File: src/tsp_defines.vh
// constants for the temperature sensor serial register port
`ifndef TSP_DEFINES_VH
`define TSP_DEFINES_VH
`define TSP_ADDR_PREFIX      4'H9
`define TSP_ADDR_LOW_A       3'H1
`define TSP_ADDR_HIGH_A      3'H3
`define TSP_ADDR_LOW_B       3'H0
`define TSP_ADDR_HIGH_B      3'H2
`define TSP_PTR_TEMP         3'H0
`define TSP_PTR_CONFIG       3'H1
`define TSP_PTR_HYST         3'H2
`define TSP_PTR_OTLIM        3'H3
`define TSP_PTR_ONESHOT      3'H4
`define TSP_PTR_RESET        8'H00
`define TSP_CONFIG_RESET     8'H00
`define TSP_HYST_RESET       16'H4B00
`define TSP_OTLIM_RESET      16'H5000
`define TSP_CFG_POL_BIT      2
`define TSP_CFG_INT_BIT      1
`define TSP_TIMEOUT_MS       25
`define TSP_CLK_HZ           10000000
`define TSP_TIMEOUT_CYCLES   ((`TSP_TIMEOUT_MS * `TSP_CLK_HZ) / 1000)
`endif

File: src/tsp_port.v
// two-wire target port with pointer-selected sensor registers
//
// Overview of operation
// alert becomes active when temperature reaches the over-temperature limit
// limits are two's complement; upper byte returned first, then lower byte
// over-temperature limit resets to +80 degrees, 0x5000
// device is only a target; the master starts every transfer
// target address is 1001 prefix plus bits set by select pin
// variant A answers 0x49 with select low, 0x4B with select high
// variant B answers 0x48 with select low, 0x4A with select high
// 25 ms without data line activity abandons transfer, releases data line
// master opens each transfer with data falling while clock high
// after start, shift seven address bits msb first, then direction bit
// matching address acknowledged low in ninth slot, else idle until start
// each byte is eight bits plus acknowledge from the receiver
// data changes only while clock low; rise during clock high is stop
// master ends a write with a stop condition
// master ends a read with not-acknowledge then a stop
// direction is fixed by address byte; changing needs a new transfer
// first written byte after address loads the register pointer
// configuration write carries pointer byte then one data byte
// limit register write carries pointer byte then two data bytes
// configuration read returns a single byte
// temperature read returns two bytes, most significant first
// reads return the pointed register; pointer holds between transfers
// low three pointer bits select register; pointer resets to zero
// in interrupt mode any completed read clears the active alert; code clears it only while temperature is below the over-temperature limit
// every received byte after a matching address is acknowledged
// keep sending while master acknowledges; release after not-acknowledge
`include "tsp_defines.vh"
`timescale 1ns/1ns
`default_nettype none
module tsp_port #(
    parameter         VARIANT_B      = 0,
    parameter [31:0]  TIMEOUT_CYCLES = `TSP_TIMEOUT_CYCLES
) (
    // clock and reset
    input  wire        ref_clk_i,
    input  wire        rst_i,
    input  wire        clk_en_i,
    // two-wire bus pins
    input  wire        scl_i,
    input  wire        sda_i,
    output reg         sda_o,
    output reg         sda_oe_o,
    // address select strap
    input  wire        address_select_pin_i,
    // measurement side
    input  wire [15:0] temp_value_i,
    output reg         overtemp_alert_output_o,
    output reg         oneshot_start_o,
    output reg  [7:0]  config_o
);
    localparam ST_IDLE = 3'H0;
    localparam ST_ADDR = 3'H1;
    localparam ST_AACK = 3'H2;
    localparam ST_WR   = 3'H3;
    localparam ST_WACK = 3'H4;
    localparam ST_RD   = 3'H5;
    localparam ST_RACK = 3'H6;

    reg  [2:0]  scl_s_q;
    reg  [2:0]  sda_s_q;
    reg  [1:0]  sel_s_q;
    reg  [2:0]  state_q;
    reg  [3:0]  bit_cnt_q;
    reg  [7:0]  shift_q;
    reg  [1:0]  byte_cnt_q;
    reg  [7:0]  ptr_q;
    reg  [15:0] hyst_q;
    reg  [15:0] otlim_q;
    reg  [7:0]  wr_hi_q;
    reg  [31:0] idle_cnt_q;
    reg         alert_q;
    reg         rd_done_q;

    wire scl_v   = scl_s_q[1];
    wire sda_v   = sda_s_q[1];
    wire scl_r   = scl_s_q[1] & ~scl_s_q[2];
    wire scl_f   = ~scl_s_q[1] & scl_s_q[2];
    // start and stop detection
    wire start_c = scl_v & scl_s_q[2] & ~sda_v & sda_s_q[2];
    wire stop_c  = scl_v & scl_s_q[2] & sda_v & ~sda_s_q[2];
    wire sda_chg = sda_v ^ sda_s_q[2];
    wire bus_tmo = (state_q != ST_IDLE) && (idle_cnt_q >= TIMEOUT_CYCLES - 32'H1);

    // own address from prefix and strap
    // variant A address pair
    wire [2:0] addr_lo_a = sel_s_q[1] ? `TSP_ADDR_HIGH_A : `TSP_ADDR_LOW_A;
    // variant B address pair
    wire [2:0] addr_lo_b = sel_s_q[1] ? `TSP_ADDR_HIGH_B : `TSP_ADDR_LOW_B;
    wire [2:0] addr_lo   = (VARIANT_B != 0) ? addr_lo_b : addr_lo_a;
    wire [6:0] own_addr  = {`TSP_ADDR_PREFIX, addr_lo};
    wire       addr_hit  = (shift_q[7:1] == own_addr);

    // register selected by pointer
    function [15:0] sel_reg;
        input [2:0] p;
        begin
            case (p)
                `TSP_PTR_TEMP:   sel_reg = temp_value_i;
                `TSP_PTR_CONFIG: sel_reg = {config_o, config_o};
                `TSP_PTR_HYST:   sel_reg = hyst_q;
                `TSP_PTR_OTLIM:  sel_reg = otlim_q;
                default:         sel_reg = 16'H0000;
            endcase
        end
    endfunction

    // signed compare of two temperature words
    function at_or_above;
        input [15:0] a;
        input [15:0] b;
        begin
            at_or_above = ($signed(a) >= $signed(b));
        end
    endfunction

    wire [15:0] rd_word = sel_reg(ptr_q[2:0]);
    wire [7:0]  rd_byte = (byte_cnt_q[0] && ptr_q[2:0] != `TSP_PTR_CONFIG) ? rd_word[7:0] : rd_word[15:8];
    wire [7:0]  rx_byte = {shift_q[6:0], sda_v};

    // pin synchronisers
    always @(posedge ref_clk_i) begin
        if (rst_i) begin
            scl_s_q <= 3'H7;
            sda_s_q <= 3'H7;
            sel_s_q <= 2'H0;
        end else if (clk_en_i) begin
            scl_s_q <= {scl_s_q[1:0], scl_i};
            sda_s_q <= {sda_s_q[1:0], sda_i};
            sel_s_q <= {sel_s_q[0], address_select_pin_i};
        end
    end

    // alert flag and pin level
    always @(posedge ref_clk_i) begin
        if (rst_i) begin
            alert_q <= 1'B0;
            overtemp_alert_output_o <= 1'B1;
        end else if (clk_en_i) begin
            // alert at or above limit
            if (at_or_above(temp_value_i, otlim_q)) begin
                alert_q <= 1'B1;
            // read clears interrupt
            end else if (config_o[`TSP_CFG_INT_BIT] && rd_done_q) begin
                alert_q <= 1'B0;
            end else if (!config_o[`TSP_CFG_INT_BIT] && !at_or_above(temp_value_i, hyst_q)) begin
                alert_q <= 1'B0;
            end
            overtemp_alert_output_o <= config_o[`TSP_CFG_POL_BIT] ? alert_q : ~alert_q;
        end
    end

    // bus timeout counter
    always @(posedge ref_clk_i) begin
        if (rst_i) begin
            idle_cnt_q <= 32'H0;
        end else if (clk_en_i) begin
            if (state_q == ST_IDLE || sda_chg)
                idle_cnt_q <= 32'H0;
            else
                idle_cnt_q <= idle_cnt_q + 32'H1;
        end
    end

    // transfer state machine and registers
    always @(posedge ref_clk_i) begin
        if (rst_i) begin
            state_q <= ST_IDLE;
            bit_cnt_q <= 4'H0;
            shift_q <= 8'H00;
            byte_cnt_q <= 2'H0;
            // pointer reset value
            // pointer reset
            ptr_q <= `TSP_PTR_RESET;
            config_o <= `TSP_CONFIG_RESET;
            hyst_q <= `TSP_HYST_RESET;
            // limit power-up value
            otlim_q <= `TSP_OTLIM_RESET;
            wr_hi_q <= 8'H00;
            rd_done_q <= 1'B0;
            sda_o <= 1'B0;
            sda_oe_o <= 1'B0;
            oneshot_start_o <= 1'B0;
        end else if (clk_en_i) begin
            // target only, never drives high
            sda_o <= 1'B0;
            oneshot_start_o <= 1'B0;
            rd_done_q <= 1'B0;
            // abandon on timeout
            if (bus_tmo) begin
                state_q <= ST_IDLE;
                sda_oe_o <= 1'B0;
            // start restarts framing
            end else if (start_c) begin
                state_q <= ST_ADDR;
                bit_cnt_q <= 4'H0;
                byte_cnt_q <= 2'H0;
                sda_oe_o <= 1'B0;
            // stop ends transfer
            end else if (stop_c) begin
                state_q <= ST_IDLE;
                sda_oe_o <= 1'B0;
            end else begin
                case (state_q)
                    ST_ADDR, ST_WR: begin
                        // shift msb first
                        if (scl_r) begin
                            shift_q <= rx_byte;
                            bit_cnt_q <= bit_cnt_q + 4'H1;
                        end
                        if (scl_f && bit_cnt_q == 4'H8) begin
                            bit_cnt_q <= 4'H0;
                            if (state_q == ST_ADDR) begin
                                // acknowledge own address
                                // address compare
                                if (addr_hit) begin
                                    sda_oe_o <= 1'B1;
                                    state_q <= ST_AACK;
                                end else begin
                                    state_q <= ST_IDLE;
                                end
                            end else begin
                                // acknowledge each byte
                                sda_oe_o <= 1'B1;
                                state_q <= ST_WACK;
                                // first byte is pointer
                                if (byte_cnt_q == 2'H0) begin
                                    ptr_q <= shift_q;
                                    if (shift_q[2:0] == `TSP_PTR_ONESHOT)
                                        oneshot_start_o <= 1'B1;
                                // single config byte
                                end else if (ptr_q[2:0] == `TSP_PTR_CONFIG && byte_cnt_q == 2'H1) begin
                                    config_o <= shift_q;
                                // two limit bytes
                                end else if (byte_cnt_q == 2'H1) begin
                                    wr_hi_q <= shift_q;
                                end else if (byte_cnt_q == 2'H2) begin
                                    if (ptr_q[2:0] == `TSP_PTR_HYST)
                                        hyst_q <= {wr_hi_q, shift_q};
                                    else if (ptr_q[2:0] == `TSP_PTR_OTLIM)
                                        otlim_q <= {wr_hi_q, shift_q};
                                end
                                if (byte_cnt_q != 2'H3)
                                    byte_cnt_q <= byte_cnt_q + 2'H1;
                            end
                        end
                    end
                    ST_AACK, ST_WACK: begin
                        // ninth pulse ends byte
                        if (scl_f) begin
                            // direction from address byte
                            if (state_q == ST_AACK && shift_q[0]) begin
                                state_q <= ST_RD;
                                // pointed register out
                                shift_q <= rd_byte;
                                sda_oe_o <= ~rd_byte[7];
                                bit_cnt_q <= 4'H1;
                            end else begin
                                sda_oe_o <= 1'B0;
                                state_q <= ST_WR;
                            end
                        end
                    end
                    ST_RD: begin
                        if (scl_f) begin
                            if (bit_cnt_q == 4'H8) begin
                                sda_oe_o <= 1'B0;
                                state_q <= ST_RACK;
                            end else begin
                                // upper byte first
                                // msb sent first
                                sda_oe_o <= ~shift_q[3'H7 - bit_cnt_q[2:0]];
                                bit_cnt_q <= bit_cnt_q + 4'H1;
                            end
                        end
                    end
                    ST_RACK: begin
                        if (scl_r) begin
                            // stop on not-acknowledge
                            if (sda_v) begin
                                state_q <= ST_IDLE;
                                rd_done_q <= 1'B1;
                            end else begin
                                byte_cnt_q <= byte_cnt_q ^ 2'H1;
                                rd_done_q <= 1'B1;
                            end
                        end
                        if (scl_f) begin
                            // config repeats same byte
                            shift_q <= rd_byte;
                            sda_oe_o <= ~rd_byte[7];
                            bit_cnt_q <= 4'H1;
                            state_q <= ST_RD;
                        end
                    end
                    default: state_q <= ST_IDLE;
                endcase
            end
        end
    end
endmodule // tsp_port
`default_nettype wire

File: config.mk
export PLATFORM = sky130hd
export DESIGN_NAME = tsp_port
export DESIGN_NICKNAME = d
export VERILOG_FILES = /design/src/tsp_port.v
export VERILOG_INCLUDE_DIRS = /design/src
export SDC_FILE = /design/constraint.sdc
export NUM_CORES = 1
export LEC_CHECK = 0
export BUFFER_PORTS_ARGS = -buffer_cell sky130_fd_sc_hd__clkbuf_2
export CAP_MARGIN = 20
export CORE_MARGIN = 1.5
export CORE_UTILIZATION = 67
export DETAILED_ROUTE_END_ITERATION = 6
export PLACE_DENSITY_LB_ADDON = 0.25
export SLEW_MARGIN = 15
export SYNTH_ARGS = -nofsm -noshare
export SYNTH_HDL_FRONTEND = slang
export SYNTH_SLANG_ARGS = --single-unit
File: constraint.sdc
create_clock -name ref_clk_i -period 7.91 [get_ports ref_clk_i]
set_input_delay 1.1865 -clock ref_clk_i [delete_from_list [all_inputs] [get_ports ref_clk_i]]
set_output_delay 1.1865 -clock ref_clk_i [all_outputs]
set_load 0.05 [all_outputs]
# ---- After elaboration in Yosys (flattened, before gate mapping)
# Index checks and enable logic that the tools add are counted.
dict set report totals {
  regBits 113
  out_inout_bits 12
}
dict set report classes {
  n_addsub 4
  magnitude_cmp 4
  eq_ne 42
  n_mux 72
  bitwise_logic 24
  n_reduce_logical 36
}
# cell count
set op_table {}
lappend op_table {{16-bit case mux with 4 select lines} 1}
lappend op_table {{8-bit two-way mux} 5}
lappend op_table {{3-bit two-way mux} 12}
lappend op_table {{4-bit two-way mux} 9}
lappend op_table {{32-bit by 1-bit adder with 32-bit output (second input constant)} 1}
lappend op_table {{16-bit >= comparator} 2}
lappend op_table {{32-bit by 18-bit >= comparator with 1-bit output (second input constant)} 1}
lappend op_table {{32-bit two-way mux} 1}
lappend op_table {{1-bit two-way mux} 31}
lappend op_table {{3-bit != test (second input constant)} 10}
lappend op_table {{9-bit AND reduction} 3}
lappend op_table {{5-bit != test (second input constant)} 5}
lappend op_table {{8-bit case mux with 3 select lines} 1}
lappend op_table {{10-bit AND reduction} 2}
lappend op_table {{6-bit != test (second input constant)} 3}
lappend op_table {{2-bit != test (second input constant)} 8}
lappend op_table {{1-bit NOT} 16}
lappend op_table {{4-bit case mux with 4 select lines} 1}
lappend op_table {{8-bit AND reduction} 2}
lappend op_table {{2-bit two-way mux} 7}
lappend op_table {{7-bit AND reduction} 2}
lappend op_table {{13-bit AND reduction} 1}
lappend op_table {{3-bit by 2-bit == test with 1-bit output (second input constant)} 4}
lappend op_table {{3-bit == test (second input constant)} 4}
lappend op_table {{29 further kinds} 50}

# ---- Longest topological paths before layout
# Gate-level depths: netlist of the first run.
dict set report depth {
  ltp_word 10
  mapped_depth 11
  depth_no_buf 9
}

# ---- Worst setup path after synthesis of the first run
# OpenSTA, ideal clock, no wires.
dict set report synth_path {
  path_kind {input -> register}
  startpoint {input port clk_en_i}
  endpoint {register idle_cnt_q[30]}
  setup_time_ns 0.071
  t_arrival_ns 2.707
  setup_slack_ns 5.133
  path_stages 7
  n_path_buf 1
  path_cell_list {buf_2 nand3_1 nor4_4 nand2_1 or2_1 or3_1 a21oi_1}
}
# element line_no
set synth_lines {}
lappend synth_lines {{start, declared} tsp_port.v:40} ;# input wire clk_en_i,
lappend synth_lines {{end signal, assigned} tsp_port.v:163} ;# idle_cnt_q <= idle_cnt_q + 32'H1;
lappend synth_lines {{end, declared} tsp_port.v:73} ;# reg [31:0] idle_cnt_q;

# ---- Worst setup path after layout of the first run
dict set report layout_path {
  startpoint {register idle_cnt_q[0]}
  endpoint {register otlim_q[11]}
}
dict set report layout_via {
  elab_chain_cells 4
}
# element line_no
set layout_rtl {}
lappend layout_rtl {{32-bit by 18-bit >= comparator with 1-bit output} tsp_port.v:85} ;# wire bus_tmo = (state_q != ST_IDLE) && (idle_cnt_q >= TIMEOUT_CYCLES - 32'H1);
lappend layout_rtl {{1-bit logical AND} tsp_port.v:85}
lappend layout_rtl {{1-bit NOT (no source line)} -}
lappend layout_rtl {{13-bit AND reduction (no source line)} -}
lappend layout_rtl {{end signal, assigned} tsp_port.v:180} ;# otlim_q <= `TSP_OTLIM_RESET;
lappend layout_rtl {{end signal, assigned} tsp_port.v:243} ;# otlim_q <= {wr_hi_q, shift_q};
lappend layout_rtl {{end, declared} tsp_port.v:71} ;# reg [15:0] otlim_q;
# No other way between the ends.
# A chain may end at the register's enable or synchronous reset.

==> results of run 1 <==
## routing by layer
metal,share of wire [%],up-vias,track usage [%]
li1,-,2845,-
met1,42,2815,44.2
met2,45,322,53.4
met3,9.6,51,11.0
met4,3.0,0,18.4
met5,0,-,0
## registers in the layout (all words and copies together), names as in the netlist, 2 cells and up
name / flops
byte_cnt_q: 2
sel_s_q: 2
otlim_q: 16
sda_s_q: 3
ptr_q: 3
wr_hi_q: 8
config_o: 8
idle_cnt_q: 32
shift_q: 8
scl_s_q: 3
hyst_q: 16
bit_cnt_q: 4
state_q: 3
## logic make-up after synthesis
family          synth area share, %
simple gates                   22.7
compound gates                 16.8
flops                          34.6
buf+inv                        5.87
mux                            7.90
fa+ha+maj                      8.03
xor+xnor                       4.02
other cells                  0.0573
## critical path, cell delays in order (launching register included)
cell and delay, ns:
dfxtp_1 0.35, ha_1 0.27, and3_4 0.21, o41ai_4 0.23, a31oi_2 0.24, o31ai_4 0.59
and4_1 0.84, nand2_1 0.14, a21oi_1 0.21
## placed cells by master, fill, tap and decap left out, types with 20 or more instances in the layout
| cell | n |
|---|---|
| nand2_1 | 119 |
| dfxtp_1 | 113 |
| nor2_1 | 81 |
| a21oi_1 | 64 |
| inv_1 | 46 |
| ha_1 | 42 |
| mux2i_1 | 37 |
| o21ai_0 | 36 |
| clkbuf_2 | 32 |
| xor2_1 | 21 |
| nand4_1 | 20 |
## path summary, 6_finish.rpt
| check | from | endpoint | slack [ns] | cells past startpoint |
|---|---|---|---|---|
| worst min-delay path | sda_oe_o | sda_oe_o | 0.46 | 2 |
| worst max register to register | idle_cnt_q[0] | otlim_q[11] | 4.75 | 8 |
| worst max-delay path | idle_cnt_q[0] | otlim_q[11] | 4.75 | 8 |
| worst min register to register | sda_oe_o | sda_oe_o | 0.46 | 2 |
## through the flow
| step | std cells | instance area, um^2 | power, mW |
|---|---|---|---|
| floorplan | 807 | 6540 | 0.638 |
| global placement | 922 | 6670 | 0.657 |
| detailed placement | 922 | 6670 | 0.660 |
| CTS | 953 | 7260 | 1.43 |
| global route | 955 | 7290 | 1.46 |
| finish | 955 | 7290 | 1.43 |
## final cells by class
class | count | area [um^2]
fill | 664 | 2090
sequential | 113 | 2260
tap | 129 | 161
clock buffer | 17 | 414
clock inverter | 14 | 181
timing repair buffer | 36 | 198
inverter | 46 | 173
multi-input combinational | 600 | 3900
## power groups by stage
stage,Sequential [mW],Clock [mW],Combinational [mW]
after floorplan,0.588,0,0.0497
after global placement,0.588,0,0.0690
after detailed placement,0.589,0,0.0715
after CTS,0.576,0.778,0.0725
after global routing,0.577,0.804,0.0825
final,0.576,0.774,0.0753
==> results summary, run 1 <==
The number of enable flip-flop cells after synthesis is 0. The die is 102 um tall. The count of final hold-check violations is 0. Pin placement for this block handled 34 I/O pins. The number of slew-limit violations in the final report was 0. The synthesized netlist net count is 871.

The clock share of power came out at 54.3%. The maximum count of clock buffers along a single path is 2. The commonest cells after synthesis are nand2_1 (119), dfxtp_1 (113), nor2_1 (81), a21oi_1 (64), inv_1 (46). In this run, flip-flops and latches consume 40.4% of the power. Summed over all nets, the switching power comes to 342 uW. The sum of overflow across all layers after global routing came out at 0. The worst slack on hold paths is 0.460 ns. The largest net degree at the start of global routing came out at 69.

The worst slack at placement is 4.31 ns. Of all nets on the critical path, the largest fanout is 18. The share of flip-flops with an asynchronous set or reset after synthesis came out at 0%. The synthesized design contains 113 register bits.

The minimum period implied by the final worst setup slack is 3.16 ns. The path class of the tightest hold or removal check is reg2reg. The net switching fraction of the power is 24.0%. Once detail routing completed, the nets flagged for antenna violations numbered 0.

Once routing completed, OpenROAD measured the worst setup slack at approximately 4.8 ns. Summing every instance area after synthesis gives around 6500 um^2. For this run, the leading register cell type out of synthesis is dfxtp_1. Combinational logic is responsible for around 5.3% of the overall power. The post-route setup TNS is 0 ns. The number of buffers created by CTS is 17. The DRC violation count after routing came out at 0. The number of diodes added for antenna fixing came out at 0. The weighted congestion reported at the end of routability-driven placement is between 1 and 1.5. The standard cell core area is around 9400 um^2. The relative slew slack is 42.5%.

The growth of design area from synthesis to finish came out at 11.4%. The internal power of the cells totals 1.08 mW. The effective utilization at floorplan is 69.8%. The share of the yosys chip area belonging to registers came out at 34.6%. The arrival time of data at the critical path endpoint came out at ~3.6 ns. The latest clock arrival within the worst-skew pair came out at 0.54 ns. Averaged over all synthesized cells, the footprint is approximately 8.1 um^2. Yosys instantiated no cell more often than nand2_1. The category of the most critical setup path is reg2reg.

The number of buffers inserted by post-CTS setup repair came out at 0. The max-cap violation count came out at 0. The initial antenna violation count is 0. The root buffer cell chosen for the clock tree is clkbuf_8. During placement, the flow inserted port buffers numbering 32. The number of different library cells in the post-synthesis netlist is 72. The final route contains 6,033 vias.

The site row count is 35. The count of mapped cells out of synthesis is 807. The die footprint is 10,400 um^2. In the routed layout, each cell is associated on average with a via count of 6.32.

The peak ir drop on the vdd network came out at 0.173 mV. The final critical-path share of the clock period is 39.9%. The final worst clock skew is 0.00938 ns. The first-pass iteration count of the detailed router came out at 5. The measured slew at the worst slew-check pin is 0.861 ns. The final design utilization is 77.7%.

For this run, the top clock speed supported by timing is 0.317 GHz. The global-route wire length before repair is between 20,000 and 30,000 um. The total leakage power is 2.87 nW. Setup repair after global routing left no endpoint under its margin.

By area the synthesized netlist is led by dfxtp_1 (35%), ha_1 (8.0%), nand2_1 (6.8%). The power per cell area is 196 nW/um^2. In this run, post-CTS repair resized a total of 0 instances. The type of element launching the critical path is a flop. The post-detailed-placement half-perimeter wirelength came out at approximately 12,000 um. Setup violations remaining at the end of the flow were counted as 0. The sum of routed wire length over all layers came out at 17,100 um. The clock-pin slew of the registers on the worst-case setup and hold paths is roughly 0.06 ns.

During synthesis, Yosys emitted a total of 0 warnings. The global-route usage over all layers came out at 34.9%. TritonCTS built the clock tree. For this design, the CTS-stage hold fixing added 0 buffers. The number of nets in the layout came out at between 800 and 900.

For this block, the initial DRC count from the detailed router was 494. The number of global-route vias before repair came to 5,782. The cell type with the highest aggregate area in the netlist is dfxtp_1.

The die outline width is 102 um. The routed wire length per instance is 17.9 um. The number of H-tree levels is 4. At the worst endpoint, the required time is 8.36 ns. The endpoint type of the worst setup path is a flop. The area share of the largest cell type after synthesis came out at 34.6%. The flow ran to the end, and the final reports show no timing, DRC or antenna violations. Clock tree synthesis found a total of roughly 110 sinks. In the final layout, the share of cells above drive strength 1 is 11.5%.
Note: power is estimated with default switching activity, not from simulation.
==> run 2, diff against run 1 <==
--- a/config.mk
+++ b/config.mk
@@ -9,7 +9,7 @@
 export BUFFER_PORTS_ARGS = -buffer_cell sky130_fd_sc_hd__clkbuf_2
 export CAP_MARGIN = 20
 export CORE_MARGIN = 1.5
-export CORE_UTILIZATION = 67
+export CORE_UTILIZATION = 56
 export DETAILED_ROUTE_END_ITERATION = 6
 export PLACE_DENSITY_LB_ADDON = 0.25
 export SLEW_MARGIN = 15
==> constraint.sdc (replaced) <==
create_clock -name ref_clk_i -period 2.8 [get_ports ref_clk_i]
set_input_delay 0.42 -clock ref_clk_i [delete_from_list [all_inputs] [get_ports ref_clk_i]]
set_output_delay 0.42 -clock ref_clk_i [all_outputs]
set_load 0.05 [all_outputs]
==> run 2 against run 1 <==
First-iteration DRC count grew 4.0%. Non-clock buffer count grew 14. Cell count grew 2.9%. Via count shrank 2.1%. Fmax grew 18%. Routed wire length grew 3.8%. Sequential share of layout area shrank 0.80 points. Die area grew 19%. Clock skew shrank 0.0015 ns. Largest cell class unchanged.
==> results summary, run 2 (synthesized netlist as in run 1, its figures left out) <==
The clock share of power is 56.4%. The DRC violation count after routing is 0. The antenna violation net count after detailed routing came out at 0. The number of global-route vias before repair is roughly 5,800. After detailed routing, the average wire length per cell comes to 18.0 um. The number of input and output port buffers inserted came out at 32. Data arrives at the worst endpoint at 3.00 ns. After clock tree synthesis, the repair step resized 0 gates.

The number of setup buffers added after CTS is 0. The DRC marker count from the first detailed-route iteration came out at 514. In the layout the commonest cells are nand2_1 (119), dfxtp_1 (113), nor2_1 (81), a21oi_1 (64), inv_1 (46).

The worst setup path is launched from a flop. The latest clock arrival within the worst-skew pair came out at ~0.42 ns. The class of the tightest hold or removal check is in2reg. The cell internal power dissipation came out at 3.30 mW. The average via count per standard cell is 6.01. The worst setup path is of the reg2reg kind. Setup violations remaining at the end of the flow were counted as 0. The die outline width is 111 um.

The number of antenna diodes in the final layout is 0. The power consumption came out at about 4.2 mW. The count of boundary I/O pins came out at 34. Dividing the final minimum period by the clock period gives 95.3%. At the pin with the least slew margin, the transition time is between 0.5 and 0.6 ns. The number of buffers created by CTS is 17. The final worst clock skew came out at 0.00790 ns. The net load switching power is just over 900 uW. The final-layout fill cell count came out at 973. The cell area after layout is 7480 um^2. The site row count came out at 39. The register with the most flip-flops in the layout has 32 of them. The register with the most flip-flops in the final layout is idle_cnt_q. The largest registers in the layout are idle_cnt_q: 32 flops, hyst_q: 16 flops, otlim_q: 16 flops. The first detailed-routing pass took 6 iterations. The number of H-tree levels is 4. The net switching fraction of the power came out at between 20 and 25%. The count of hold-fix buffers inserted at cts came out at 0. Clock tree synthesis selected as its root buffer the cell clkbuf_16. The post-detailed-placement cell area came out at 6830 um^2.

The die footprint is 12,300 um^2. The global-route wire length before repair came out at 29,500 um. The number of slew-limit violations in the final report is 0. The max-cap violation count came out at 0. TritonCTS built the clock tree.

The minimum period implied by the final worst setup slack is 2.67 ns. Global routing finished with a remaining overflow of 0. Static timing analysis puts the maximum clock frequency at 0.375 GHz. For this design, the sink count on the clock tree is 113. The maximum count of clock buffers along a single path came out at 2.

Power spread over the standard cell area amounts to 566 nW/um^2. The effective utilization at floorplan is 57.3%. The largest net degree at the start of global routing is 39. STA puts the critical path data required time at 3.13 ns. The vertical die dimension is 111 um. The global-route usage over all layers came out at 30.0%. The run finished with clean final reports. The clock-pin slew of the registers on the worst-case setup and hold paths came out at 0.06 ns. The initial antenna violation count is 0. The count of final hold-check violations is 0.

The post-route netlist has 12.9% of its cells at a drive strength greater than 1. Combinational logic is responsible for 5.2% of the overall power. At the end of routability-driven placement, the weighted congestion stood at 0.991.

The post-route setup TNS came out at 0 ns. The sum of routed wire length over all layers is 17,700 um. The total leakage power came out at 2.97 nW.

The endpoint type of the worst setup path is a flop. Setup repair after global routing left no endpoint under its margin. The total via count in the routed design is 5,904. The peak ir drop on the vdd network came out at 0.787 mV.

The relative slew slack came out at between 60% and 70%. The post-detailed-placement half-perimeter wirelength is around 13,000 um. The biggest fanout along the worst timing path is 20.

The growth of design area from synthesis to finish came out at 14.3%. Sequential cells account for 38.5% of the total power. For this run, the post-layout net count is 892. The standard cell core area is about 11,000 um^2. The library cell used most frequently in the layout, excluding fill and tap cells, is nand2_1.
## run 2: worst paths after layout
kind                      start     endpoint  slack (ns)  cells after the start
setup / recovery  idle_cnt_q[0]   hyst_q[15]        0.13                      9
hold / removal            scl_i   scl_s_q[0]        0.22                      3
setup reg to reg  idle_cnt_q[0]   hyst_q[15]        0.13                      9
hold reg to reg     otlim_q[11]  otlim_q[11]        0.45                      2
## run 2: critical path, stage by stage (launching register included)
cell	delay [ns]
dfxtp_1	0.34
ha_1	0.25
and3_4	0.20
o41ai_4	0.22
a31oi_2	0.27
o31ai_4	0.52
and4_1	0.33
buf_12	0.17
nand2_1	0.08
a21oi_1	0.20
## run 2: cell type report
class	instances	area [um^2]	share of cell area, %
multi-input cells	600	3900	52.1
clock inverters	12	205	2.74
clock buffers	19	443	5.92
flip-flops and latches	113	2260	30.2
inverters	46	173	2.31
repair buffers	50	320	4.28
well taps	143	179	2.39
## run 2: per-layer routing
layer	track usage (%)	share of wire (%)
met5	0	0
met4	9.11	1.8
met3	7.44	7.7
met2	46.1	45
met1	41.6	46
## run 2: power groups by stage
stage / combinational [mW] / clock [mW] / sequential [mW]
6_report: 0.218 / 2.39 / 1.63
5_1_grt: 0.242 / 2.48 / 1.63
4_1_cts: 0.215 / 2.40 / 1.63
3_5_place_dp: 0.213 / 0 / 1.66
3_3_place_gp: 0.209 / 0 / 1.66
2_1_floorplan: 0.140 / 0 / 1.66
## run 2: through the flow
step / setup slack, ns / hold slack [ns] / std cells / util [%]
2_1_floorplan: 0.310 / 0.432 / 807 / -
3_3_place_gp: 0.304 / 0.439 / 952 / 59.8
3_5_place_dp: 0.173 / 0.450 / 952 / 59.8
4_1_cts: 0.120 / 0.218 / 983 / 65.5
5_1_grt: 0.0162 / 0.236 / 983 / 65.5
6_report: 0.131 / 0.221 / 983 / 65.5
